`src/rtl/lss_pkg.sv`:
```
// Constants and types for the load status summary block.
// Assumes every user includes nothing and names items as lss_pkg::name.
package lss_pkg;

  localparam int UNITS_MAX = 15;
  localparam int REG_W = 16;
  localparam int STB_W = 8;
  localparam int UNIT_IDX_W = 4;

  // Unit fault status bit positions.
  localparam int VOLTAGE_FAULT_BIT = 0;
  localparam int OVERCURRENT_BIT = 1;
  localparam int OVERPOWER_BIT = 3;
  localparam int OVERTEMPERATURE_BIT = 4;
  localparam int OVERVOLTAGE_BIT = 12;
  localparam int PROT_SHUTDOWN_BIT = 13;
  localparam logic [15:0] UNIT_VALID_MASK = 16'h301B;

  // Unit summary: bit 0 master, bits 1 to 14 slaves, bit 15 unused.
  localparam int SUMMARY_SPARE_BIT = 15;

  // Status byte bit positions.
  localparam int STB_UNIT_SUM_BIT = 2;
  localparam int STB_QUES_BIT = 3;
  localparam int STB_MAV_BIT = 4;
  localparam int STB_ESB_BIT = 5;
  localparam int STB_MSS_BIT = 6;
  localparam int STB_OPER_BIT = 7;
  localparam logic [7:0] STB_VALID_MASK = 8'hFC;

  // Reset values.
  localparam logic [15:0] REG16_RST = 16'h0000;
  localparam logic [15:0] UNIT_ENABLE_RST = 16'h0000;
  localparam logic [15:0] SUMMARY_ENABLE_RST = 16'h0000;
  localparam logic [7:0] STB_RST = 8'h00;
  localparam logic [7:0] SRE_RST = 8'h00;

  // Fault flags reported by one load unit.
  typedef struct packed {
    logic protection_shutdown_flag;
    logic overvoltage_flag;
    logic overtemperature_flag;
    logic overpower_flag;
    logic overcurrent_flag;
    logic voltage_fault_flag;
  } lss_fault_t;

  // Register access operations.
  typedef enum logic [3:0] {
    OP_RD_COND = 4'h0,
    OP_RD_EVENT = 4'h1,
    OP_RD_ENABLE = 4'h2,
    OP_WR_ENABLE = 4'h3,
    OP_RD_SUMMARY = 4'h4,
    OP_RD_SUM_ENABLE = 4'h5,
    OP_WR_SUM_ENABLE = 4'h6,
    OP_RD_STB = 4'h7,
    OP_RD_SRE = 4'h8,
    OP_WR_SRE = 4'h9
  } lss_op_t;

  typedef struct packed {
    lss_op_t op;
    logic [UNIT_IDX_W-1:0] unit;
    logic [REG_W-1:0] wdata;
  } lss_cmd_t;

  typedef struct packed {
    logic err;
    logic [REG_W-1:0] data;
  } lss_rsp_t;

endpackage

```
`src/rtl/lss_top.sv`:
```
// Status summary of a load made of a master unit and parallel slaves.
// Assumes fault flags arrive asynchronously from the units and that the
// command port and the other summary inputs come from core_clk_i logic.
//
// Overview of operation
// - Each load unit has its own fault status register tracking its condition.
// - Bit 0 flags a voltage fault, bit 1 flags detected overcurrent.
// - Bit 3 flags drawn power above the unit's rated maximum.
// - Bit 4 flags a detected overtemperature in that unit.
// - Bit 12 flags a detected input overvoltage at that unit.
// - Bit 13 flags that the unit performed a protective shutdown.
// - Bits 2, 5 to 11, 14 and 15 of unit status read zero.
// - Summary holds one OR bit per unit, master bit 0, bit 15 zero.
// - Status byte gathers service request conditions; bits 0 and 1 read zero.
// - Status byte bit 2 is OR of enabled unit summary bits.
// - Status byte bit 3 is OR of enabled questionable conditions.
// - Status byte bit 4 is set while a message waits in the queue.
// - Status byte bit 5 is set when an enabled standard event occurs.
// - Status byte bit 6 carries the master status summary.
// - Status byte bit 7 is set when an operation status event occurs.
// - Unit, event, enable and summary registers are 16 bits; status byte 8.
// - Each unit has a clear-on-read event register and an enable register.
`timescale 1ns/100ps
module lss_top
#(
  parameter int NUM_UNITS = 15 // Master plus slaves.
)
(
  input wire logic core_clk_i, // Core clock, 25 MHz.
  input wire logic rst_n_i, // Asynchronous reset, active low.
  input wire lss_pkg::lss_fault_t [NUM_UNITS-1:0] fault_i, // Unit fault flags.
  input wire logic ques_summary_i, // Questionable set summary.
  input wire logic msg_avail_i, // Message queue not empty.
  input wire logic std_event_sum_i, // Enabled standard event summary.
  input wire logic oper_event_i, // Operation status summary.
  input wire logic cmd_valid_i, // Command strobe.
  input wire lss_pkg::lss_cmd_t cmd_i, // Command.
  output logic rsp_valid_o, // Response strobe.
  output lss_pkg::lss_rsp_t rsp_o, // Response data and error.
  output logic [15:0] unit_summary_o, // Unit summary register.
  output logic [7:0] status_byte_o, // Status byte register.
  output logic srq_o // Service request.
);

  // The summary register has fifteen unit positions; bit 15 stays spare.
  generate
    if (NUM_UNITS < 1 || NUM_UNITS > lss_pkg::UNITS_MAX)
    begin : g_bad_units
      $error("NUM_UNITS must lie between 1 and 15.");
    end
    // The bit maps below are written for 16-bit registers and an 8-bit byte.
    if (lss_pkg::REG_W != 16 || lss_pkg::STB_W != 8)
    begin : g_bad_widths
      $error("Register widths must stay at 16 and 8 bits.");
    end
    if ((2 ** lss_pkg::UNIT_IDX_W) < NUM_UNITS)
    begin : g_bad_index
      $error("The unit field of a command is too narrow for NUM_UNITS.");
    end
  endgenerate

  lss_pkg::lss_fault_t [NUM_UNITS-1:0] sync1_q, sync1_d, sync2_q, sync2_d;
  logic [15:0] unit_cond [NUM_UNITS];
  logic [15:0] unit_event [NUM_UNITS];
  logic [15:0] unit_enable [NUM_UNITS];
  logic [NUM_UNITS-1:0] unit_sum;
  logic [NUM_UNITS-1:0] ev_rd;
  logic [NUM_UNITS-1:0] en_wr;
  logic unit_ok;

  // Fault flags come from the units' own analogue domain. Only the second
  // stage feeds the condition logic, since the first may be metastable.
  always_comb
  begin
    sync1_d = fault_i;
    sync2_d = sync1_q;
  end

  always_ff @(posedge core_clk_i or negedge rst_n_i)
  begin
    if (!rst_n_i)
    begin
      sync1_q <= '0;
      sync2_q <= '0;
    end
    else
    begin
      sync1_q <= sync1_d;
      sync2_q <= sync2_d;
    end
  end

  // Unit operations name a unit; an index past the last unit is refused.
  assign unit_ok = (32'(cmd_i.unit) < NUM_UNITS);

  generate
    for (genvar u = 0; u < NUM_UNITS; u++)
    begin : g_unit
      // Only the six defined flags reach the condition word; the rest stay zero.
      logic [15:0] cond;

      always_comb
      begin
        cond = 16'h0000;
        cond[lss_pkg::VOLTAGE_FAULT_BIT] = sync2_q[u].voltage_fault_flag;
        cond[lss_pkg::OVERCURRENT_BIT] = sync2_q[u].overcurrent_flag;
        cond[lss_pkg::OVERPOWER_BIT] = sync2_q[u].overpower_flag;
        cond[lss_pkg::OVERTEMPERATURE_BIT] = sync2_q[u].overtemperature_flag;
        cond[lss_pkg::OVERVOLTAGE_BIT] = sync2_q[u].overvoltage_flag;
        cond[lss_pkg::PROT_SHUTDOWN_BIT] = sync2_q[u].protection_shutdown_flag;
      end

      // A read of the event register is also its clear strobe.
      assign ev_rd[u] = cmd_valid_i && (cmd_i.op == lss_pkg::OP_RD_EVENT)
        && (32'(cmd_i.unit) == u);
      assign en_wr[u] = cmd_valid_i && (cmd_i.op == lss_pkg::OP_WR_ENABLE)
        && (32'(cmd_i.unit) == u);

      lss_unit_status u_status
      (
        .core_clk_i(core_clk_i),
        .rst_n_i(rst_n_i),
        .cond_i(cond),
        .ev_rd_i(ev_rd[u]),
        .en_wr_i(en_wr[u]),
        .en_wdata_i(cmd_i.wdata),
        .cond_o(unit_cond[u]),
        .event_o(unit_event[u]),
        .enable_o(unit_enable[u]),
        .summary_o(unit_sum[u])
      );
    end
  endgenerate

  // Summary, its enable, the status byte and the service request mask.
  logic [15:0] summary_q, summary_d;
  logic [15:0] sum_en_q, sum_en_d;
  logic [7:0] stb_q, stb_d;
  logic [7:0] sre_q, sre_d;

  always_comb
  begin
    // Unit positions past the last unit read as zero.
    summary_d = 16'h0000;
    summary_d[NUM_UNITS-1:0] = unit_sum;
    summary_d[lss_pkg::SUMMARY_SPARE_BIT] = 1'b0;
    sum_en_d = sum_en_q;
    if (cmd_valid_i && cmd_i.op == lss_pkg::OP_WR_SUM_ENABLE)
    begin
      sum_en_d = cmd_i.wdata;
      sum_en_d[lss_pkg::SUMMARY_SPARE_BIT] = 1'b0;
    end
  end

  always_ff @(posedge core_clk_i or negedge rst_n_i)
  begin
    if (!rst_n_i)
    begin
      summary_q <= lss_pkg::REG16_RST;
      sum_en_q <= lss_pkg::SUMMARY_ENABLE_RST;
    end
    else
    begin
      summary_q <= summary_d;
      sum_en_q <= sum_en_d;
    end
  end

  // The status byte looks at the registered summary, so it trails it by a cycle.
  always_comb
  begin
    sre_d = sre_q;
    if (cmd_valid_i && cmd_i.op == lss_pkg::OP_WR_SRE)
    begin
      sre_d = cmd_i.wdata[7:0] & lss_pkg::STB_VALID_MASK;
    end
    stb_d = lss_pkg::STB_RST;
    stb_d[lss_pkg::STB_UNIT_SUM_BIT] = |(summary_q & sum_en_q);
    stb_d[lss_pkg::STB_QUES_BIT] = ques_summary_i;
    stb_d[lss_pkg::STB_MAV_BIT] = msg_avail_i;
    stb_d[lss_pkg::STB_ESB_BIT] = std_event_sum_i;
    stb_d[lss_pkg::STB_OPER_BIT] = oper_event_i;
    // The summary bit itself never feeds back into its own term.
    stb_d[lss_pkg::STB_MSS_BIT] =
      |(stb_d & sre_q & ~(8'h01 << lss_pkg::STB_MSS_BIT));
  end

  always_ff @(posedge core_clk_i or negedge rst_n_i)
  begin
    if (!rst_n_i)
    begin
      stb_q <= lss_pkg::STB_RST;
      sre_q <= lss_pkg::SRE_RST;
    end
    else
    begin
      stb_q <= stb_d;
      sre_q <= sre_d;
    end
  end

  // Command answers, one cycle after the strobe. Outside a response the
  // data lines rest at zero, so a stray sample never shows stale data.
  logic rsp_valid_q, rsp_valid_d;
  lss_pkg::lss_rsp_t rsp_q, rsp_d;
  logic [15:0] sel_cond, sel_event, sel_enable;
  // A unit index past the last unit selects nothing, so all three stay zero.

  always_comb
  begin
    sel_cond = 16'h0000;
    sel_event = 16'h0000;
    sel_enable = 16'h0000;
    for (int i = 0; i < NUM_UNITS; i++)
    begin
      if (32'(cmd_i.unit) == i)
      begin
        sel_cond = unit_cond[i];
        sel_event = unit_event[i];
        sel_enable = unit_enable[i];
      end
    end
  end

  always_comb
  begin
    rsp_valid_d = cmd_valid_i;
    rsp_d = '0;
    if (cmd_valid_i)
    begin
      case (cmd_i.op)
        lss_pkg::OP_RD_COND:
        begin
          rsp_d.data = sel_cond;
          rsp_d.err = !unit_ok;
        end
        lss_pkg::OP_RD_EVENT:
        begin
          rsp_d.data = sel_event;
          rsp_d.err = !unit_ok;
        end
        lss_pkg::OP_RD_ENABLE:
        begin
          rsp_d.data = sel_enable;
          rsp_d.err = !unit_ok;
        end
        lss_pkg::OP_WR_ENABLE:
        begin
          rsp_d.err = !unit_ok;
        end
        lss_pkg::OP_RD_SUMMARY:
        begin
          rsp_d.data = summary_q;
        end
        lss_pkg::OP_RD_SUM_ENABLE:
        begin
          rsp_d.data = sum_en_q;
        end
        lss_pkg::OP_WR_SUM_ENABLE:
        begin
          rsp_d.data = 16'h0000;
        end
        lss_pkg::OP_RD_STB:
        begin
          rsp_d.data = {8'h00, stb_q};
        end
        lss_pkg::OP_RD_SRE:
        begin
          rsp_d.data = {8'h00, sre_q};
        end
        lss_pkg::OP_WR_SRE:
        begin
          rsp_d.data = 16'h0000;
        end
        default:
        begin
          rsp_d.err = 1'b1;
        end
      endcase
    end
  end

  always_ff @(posedge core_clk_i or negedge rst_n_i)
  begin
    if (!rst_n_i)
    begin
      rsp_valid_q <= 1'b0;
      rsp_q <= '0;
    end
    else
    begin
      rsp_valid_q <= rsp_valid_d;
      rsp_q <= rsp_d;
    end
  end

  assign rsp_valid_o = rsp_valid_q;
  assign rsp_o = rsp_q;
  assign unit_summary_o = summary_q;
  assign status_byte_o = stb_q;
  // The request follows the registered summary bit, so it never glitches.
  assign srq_o = stb_q[lss_pkg::STB_MSS_BIT];

endmodule

```
`src/rtl/lss_unit_status.sv`:
```
// One unit's fault status set: condition, clear-on-read event, enable.
// Assumes a condition input already synchronised to core_clk_i.
`timescale 1ns/100ps
module lss_unit_status
(
  input wire logic core_clk_i, // Core clock.
  input wire logic rst_n_i, // Asynchronous reset, active low.
  input wire logic [15:0] cond_i, // Present fault condition.
  input wire logic ev_rd_i, // Event register read pulse.
  input wire logic en_wr_i, // Enable register write pulse.
  input wire logic [15:0] en_wdata_i, // Enable write data.
  output logic [15:0] cond_o, // Condition register.
  output logic [15:0] event_o, // Event register.
  output logic [15:0] enable_o, // Enable register.
  output logic summary_o // OR of enabled events.
);

  logic [15:0] cond_q, cond_d;
  logic [15:0] event_q, event_d;
  logic [15:0] enable_q, enable_d;

  always_comb
  begin
    cond_d = cond_i & lss_pkg::UNIT_VALID_MASK;
    // A new rising condition in the read cycle survives the clear.
    event_d = ((ev_rd_i ? lss_pkg::REG16_RST : event_q)
      | (cond_d & ~cond_q)) & lss_pkg::UNIT_VALID_MASK;
    enable_d = en_wr_i ? (en_wdata_i & lss_pkg::UNIT_VALID_MASK) : enable_q;
  end

  always_ff @(posedge core_clk_i or negedge rst_n_i)
  begin
    if (!rst_n_i)
    begin
      cond_q <= lss_pkg::REG16_RST;
      event_q <= lss_pkg::REG16_RST;
      enable_q <= lss_pkg::UNIT_ENABLE_RST;
    end
    else
    begin
      cond_q <= cond_d;
      event_q <= event_d;
      enable_q <= enable_d;
    end
  end

  assign cond_o = cond_q;
  assign event_o = event_q;
  assign enable_o = enable_q;
  assign summary_o = |(event_q & enable_q);

endmodule
```
`config.mk`:
```
export PLATFORM = sky130hd
export DESIGN_NAME = lss_top
export DESIGN_NICKNAME = d
export VERILOG_FILES = /design/src/rtl/lss_pkg.sv /design/src/rtl/lss_top.sv /design/src/rtl/lss_unit_status.sv
export SDC_FILE = /design/constraint.sdc
export NUM_CORES = 1
export LEC_CHECK = 0
export BUFFER_PORTS_ARGS = -buffer_cell sky130_fd_sc_hd__buf_2
export CAP_MARGIN = 20
export CORE_MARGIN = 2
export CORE_UTILIZATION = 59
export CTS_CLUSTER_SIZE = 16
export DETAILED_ROUTE_END_ITERATION = 8
export PLACE_DENSITY = 0.79
export SYNTH_ARGS = -nofsm -noshare
export SYNTH_HDL_FRONTEND = slang
export SYNTH_SLANG_ARGS = --single-unit
export TNS_END_PERCENT = 30
```
`constraint.sdc`:
```
create_clock -name core_clk_i -period 2.42 [get_ports core_clk_i]
set_clock_uncertainty 0.15 [all_clocks]
set_input_delay 0.363 -clock core_clk_i [delete_from_list [all_inputs] [get_ports core_clk_i]]
set_output_delay 0.363 -clock core_clk_i [all_outputs]
set_load 0.005 [all_outputs]
```
==> flow_summary.yaml, run 1 <==
run_status:
  status: "finished, final reports clean"
global_routing:
  grt_use_total_pct: 39.86
  grt_pass1_wl_mm: 97.81
  grt_pass1_vias: 15490
  grt-ovfl-total: 0
  grt_antenna_before_repair: 4
  grt_max_degree: 70
clocking:
  clk_pin_slew_ps: 60
  htree_levels: 2
  post_cts.repair.setup_buffers: 0
  cts_buffers: 48
  cts_tree: "yes"
  clockBufferDepth: 3
  cts_sinks: 509
  clk-insertion-delay-late_ps: 570
  cts_root_buf: "clkbuf_16"
timing:
  max-slew-margin-rel_pct: 50.98
  final_hold_viol_count: 0
  worstMarginPinSlew_ps: 735.4
  rsz0062_at_grt: "false"
  finalCriticalPeriod_ps: 2324
  hold_slack_ps: 171.5
  fin_crit_sh_pct: 96.02
  slew_violations: 0
  setup_violations: 0
  worst_slack_ps: 96.26
  maxClockFrequency_mhz: 430.3
  setup_tns_ps: 0
critical_path:
  crit_required_ps: 2700
  critPathSlowestCell: "mux4_1"
  cp-end-kind: "flip-flop"
  cpPeakStageDelay_ps: 530
  start_kind: "flip-flop"
  cp.arrival_ps: 2610
  path_class: "reg2reg"
  path_max_fanout: 3
  reg2reg_slack_ps: 100
  crit_chain: "mux4_1, nor2_1, nor3_1, a211o_1, a31o_1, a221o_1"
synthesis:
  synth_top_area_share_pct: 66.17
  yosysTopAreaCell: "dfrtp_1"
  synthDistinctLibCells: 72
  syn_area_mm2: 0.01925
  synth_area_leaders: "dfrtp_1, mux2_2, a22oi_1"
  ys.flop_type: "dfrtp_1"
  synthArstFlopShare_pct: 100.0
  synth_warnings: 0
  synth_edf_count: 0
  syn_inst: 1471
  ys_ff_latch: 509
  ys_seq_area_share_pct: 66.17
  synth.avg_cell_area_um2: 13.09
detailed_routing:
  drt-initial-drc-count: 2030
  viasPerCell: 6.291
  vias: 14820
  dr.pass1.iters: 6
  drc: 0
  postRouteAntennaNets: 0
  post_drt_wl_per_cell_um: 28.16
  postRouteWirelength_mm: 66.33
floorplanning:
  design.die.area_mm2: 0.03408
  initial_core_util_pct: 59.46
  pin_count: 164
  rows: 66
  die_x_um: 184.6
  core_mm2: 0.03237
  die_h_um: 184.6
place:
  place_inst: 2163
  portBuffers: 158
  placedInstanceArea_mm2: 0.02167
  place.detailed.hpwl_mm: 45.40
  gp_congestion: 0.9879
  place_ws_ps: -111.8
job:
  maxCapViolCount: 0
finish:
  syn_to_final_growth_pct: 26.31
  fillerInstances: 1960
  finish.utilization_pct: 75.10
  finalInstanceArea_mm2: 0.02431
  layout_commonest_cell: "dfrtp_1"
  fin_cells: 2355
  diodes: 0
  nNetsFinal: 1997
  mostFrequentLayoutCells: "dfrtp_1, buf_2, buf_4, mux2_2, dlygate4sd3_1"
  drive_gt1_share_pct: 28.49
power:
  irDropWorstVdd_uv: 884.3
  power_mw: 18.87
  powerDensity_mw_per_mm2: 776.2
  p_leak_nw: 11.62
min_path:
  holdCritPathClass: "in2async"
## path summary, 6_finish.rpt
path | startpoint | end | depth (start not counted)
worst max register to register | g_unit[1].u_status.event_o[3] | rsp_o[3] | 6
worst min-delay path | rst_n_i | g_unit[0].cond[13] | 2
max in group asynchronous | rst_n_i | rsp_o[16] | 3
min in group core_clk_i | cmd_i[20] | rsp_o[14] | 4
worst max-delay path | g_unit[1].u_status.event_o[3] | rsp_o[3] | 6
worst min register to register | sync1_q[15] | g_unit[2].cond[4] | 0
## layer usage
metal / track usage (%) / vias to the layer above / share of wire [%]
li1: - / 6082 / -
met2: 63.61 / 1009 / 46
met3: 9.326 / 202 / 10
met4: 15.11 / 2 / 4.2
met1: 53.78 / 7520 / 39
met5: 0 / - / 0.020
## flip-flops by register name, summed over array words and instances, names as in the netlist
signal / flops
g_unit.cond: 90
g_unit.u_status.cond_o: 90
g_unit.u_status.enable_o: 90
g_unit.u_status.event_o: 90
rsp_o: 16
rsp_valid_o: 1
sre_q: 6
status_byte_o: 6
sum_en_q: 15
sync1_q: 90
unit_summary_o: 15
## timing repair
action                                  4_1_cts  5_1_grt
endpoints found under the setup margin        0        1
hold endpoints to repair                    158        0
resized for setup                             0        1
hold buffers                                105        0
## area by class of cell
| cell class | instances | area (um2) | area share (%) |
|---|---|---|---|
| Clock inverter | 25 | 234.0 | 0.9624 |
| Multi-Input combinational cell | 794 | 5779 | 23.77 |
| Clock buffer | 62 | 1356 | 5.579 |
| Tap cell | 442 | 553.0 | 2.275 |
| Inverter | 98 | 367.9 | 1.513 |
| Sequential cell | 509 | 12740 | 52.40 |
| Timing Repair Buffer | 425 | 3283 | 13.50 |
## where the power goes
part,internal (mW),switching (mW),total [mW]
logic,0.828,1.03,1.86
registers,8.98,0.417,9.40
clock network,4.30,3.31,7.61
total,14.1,4.76,18.9
## cells in the mapped netlist (all sizes together), types with 6 or more instances
| master | n |
|---|---|
| inv | 97 |
| buf | 50 |
| nand2b | 6 |
| a21oi | 39 |
| nor2b | 14 |
| a22oi | 70 |
| mux4 | 11 |
| o21ai | 87 |
| a221oi | 9 |
| nor2 | 52 |
| o221ai | 7 |
| mux2 | 124 |
| or2 | 6 |
| mux2i | 43 |
| a31oi | 12 |
| a211oi | 7 |
| o22ai | 14 |
| nand2 | 95 |
| nor3 | 10 |
| nand3 | 46 |
| a22o | 51 |
| dfrtp | 509 |
| clkbuf | 23 |
| o211ai | 8 |
## worst max-delay path: cells and delay by family, from the launching register on
kind,cells,cell delay [ps]
AOI/OAI and AO/OA,3,830
DFF,1,460
muxes,1,530
and+or+nand+nor,2,220
## logic make-up (layout without fill, tap and decap cells)
family | Yosys count | in the layout | synth area share, %
flops | 509 | 509 | 66.17
simple gates | 254 | 254 | 6.136
other cells | 1 | 4 | 0.01948
mux | 178 | 178 | 10.82
compound gates | 358 | 358 | 12.99
buf+inv | 171 | 610 | 3.861
Power figures use the tool's default switching activity.
==> run 2: changes to the inputs <==
- CELL_PAD_IN_SITES_DETAIL_PLACEMENT: not set -> 1
- CELL_PAD_IN_SITES_GLOBAL_PLACEMENT: not set -> 1
- CORE_UTILIZATION: 59 -> 49
- PLACE_DENSITY: 0.79 -> not set
- PLACE_DENSITY_LB_ADDON: not set -> 0.1
==> flow_summary.yaml, run 2 (same netlist as run 1, synthesis figures left out) <==
clocking:
  clockBufferDepth: 3
  cts_sinks: 509
  cts_root_buf: "clkbuf_16"
  htree_levels: 2
  cts_buffers: 51
  clk-insertion-delay-late_ps: 590
  cts_tree: "yes"
  clk_pin_slew_ps: 60
run_status:
  status: "finished, final reports clean"
power:
  p_clk_share_pct: 42.5
  pwr-share-seq_pct: 48.0
  powerDensity_mw_per_mm2: 805.1
  switching_share_pct: 25.12
  switchingPower_mw: 4.934
  p_leak_nw: 11.60
  irDropWorstVdd_uv: 711.6
  p_int_mw: 14.71
  p_comb_share_pct: 9.5
  power_mw: 19.64
min_path:
  min_from: "cmd_i[23]"
  holdCritPathClass: "in2reg"
  hold_end: "rsp_o[16]"
  holdPathStages: 4
finish:
  syn_to_final_growth_pct: 26.76
  nNetsFinal: 1978
  fillerInstances: 3778
  mostFrequentLayoutCells: "dfrtp_1, buf_2, buf_4, mux2_2, dlygate4sd3_1"
  finish.utilization_pct: 62.98
  register_area_mm2: 0.01274
  drive_gt1_share_pct: 27.80
  multi_input_area_mm2: 0.005778
  finalInstanceArea_mm2: 0.02440
  layout_commonest_cell: "dfrtp_1"
detailed_routing:
  post_drt_wl_per_cell_um: 30.29
  postRouteWirelength_mm: 73.15
  postRouteAntennaNets: 0
  viasPerCell: 6.035
  dr.pass1.iters: 5
  drc: 0
  drt-initial-drc-count: 1379
  vias: 14580
global_routing:
  grt_max_degree: 69
  grt_pass1_wl_mm: 109.4
  grt_pass1_vias: 16190
  grt-ovfl-total: 0
  grt_use_total_pct: 36.85
  grt_antenna_before_repair: 7
timing:
  slew_violations: 0
  worst_slack_ps: 38.28
  finalCriticalPeriod_ps: 2382
  rsz0062_at_grt: "false"
  max-slew-margin-rel_pct: 53.43
  final_hold_viol_count: 0
  fin_crit_sh_pct: 98.42
  maxClockFrequency_mhz: 419.9
  setup_tns_ps: 0
  worstMarginPinSlew_ps: 698.5
  setup_violations: 0
floorplanning:
  design.die.area_mm2: 0.04088
  pin_count: 164
  core_mm2: 0.03874
  rows: 72
  die_x_um: 202.2
  initial_core_util_pct: 49.69
  die_h_um: 202.2
place:
  place.detailed.hpwl_mm: 48.90
  placedInstanceArea_mm2: 0.02160
  place_ws_ps: -305.0
  portBuffers: 158
  gp_congestion: 0.9651
critical_path:
  crit_required_ps: 2710
  timing.rr.end: "rsp_o[3]"
  reg2reg_from: "g_unit[1].u_status.event_o[3]"
  cp.arrival_ps: 2670
  r2r_cells: 6
  cp-end-kind: "flip-flop"
  start_kind: "flip-flop"
  path_max_fanout: 2
  reg2reg_slack_ps: 40
  path_class: "reg2reg"
job:
  maxCapViolCount: 0
run 2: cell types whose count changed in the layout (fill, tap and decap cells not counted), sizes merged:
| cell | previous run | this run |
|---|---|---|
| clkinv | 17 | 12 |
| diode | 0 | 1 |
| clkbuf | 62 | 73 |
| clkinvlp | 3 | 0 |
| buf | 320 | 298 |
| bufinv | 3 | 6 |
| inv | 100 | 99 |
run 2: how the worst max path moves through the flow:
stage	cells after the start	endpoint	from	slack, ps
after global placement	9	rsp_o[12]	cmd_i[16]	-300
after floorplan	8	rsp_o[3]	cmd_i[18]	380
final	6	rsp_o[3]	g_unit[1].u_status.event_o[3]	40
after detailed placement	9	rsp_o[12]	cmd_i[16]	-300
after CTS	6	rsp_o[3]	g_unit[1].u_status.event_o[3]	30
after global routing	6	rsp_o[3]	g_unit[1].u_status.event_o[3]	50
run 2: power by group through the flow:
stage / sequential (mW) / combinational [mW] / clock [mW]
final: 9.42 / 1.87 / 8.35
after global routing: 9.46 / 1.99 / 8.78
after CTS: 9.40 / 1.82 / 8.38
after detailed placement: 9.53 / 1.66 / 0
after global placement: 9.50 / 1.62 / 0
after floorplan: 9.35 / 0.751 / 0
run 2: through the flow:
stage,cells,hold slack [ps]
final,2415,95.08
after global routing,2414,122.3
after CTS,2414,62.37
after detailed placement,2217,185.6
after global placement,2217,181.0
after floorplan,1474,-82.59
run 2: area by class of cell:
| class | count | area share, % |
|---|---|---|
| Sequential cell | 509 | 52.21 |
| Multi-Input combinational cell | 794 | 23.68 |
| Timing Repair Buffer | 403 | 12.78 |
| Clock buffer | 73 | 6.103 |
| Tap cell | 518 | 2.656 |
| Inverter | 98 | 1.508 |
| Clock inverter | 19 | 1.051 |
| Antenna cell | 1 | 0.01026 |
run 2: worst max-delay path: stages, from the launching register on:
cell and delay (ps):
dfrtp_2 460, mux4_2 470, nor2_2 170, nor3_1 70, a211o_1 290, a31o_1 230, a221o_1 400
run 2: timing repair:
item                                    CTS  global route
endpoints found under the setup margin    1             1
gates resized for setup                   1             2
hold endpoints to repair                165             0
pin swaps                                 0             1
hold buffers                            105             0
setup buffers                             0             0
run 2: metal layers:
layer	part of all wire [%]	global-route usage (%)	vias to the layer above
met1	40	48.84	7683
met3	7.0	6.643	149
li1	-	-	6041
met5	0.057	0	-
met4	3.4	12.51	6
met2	49	61.72	696
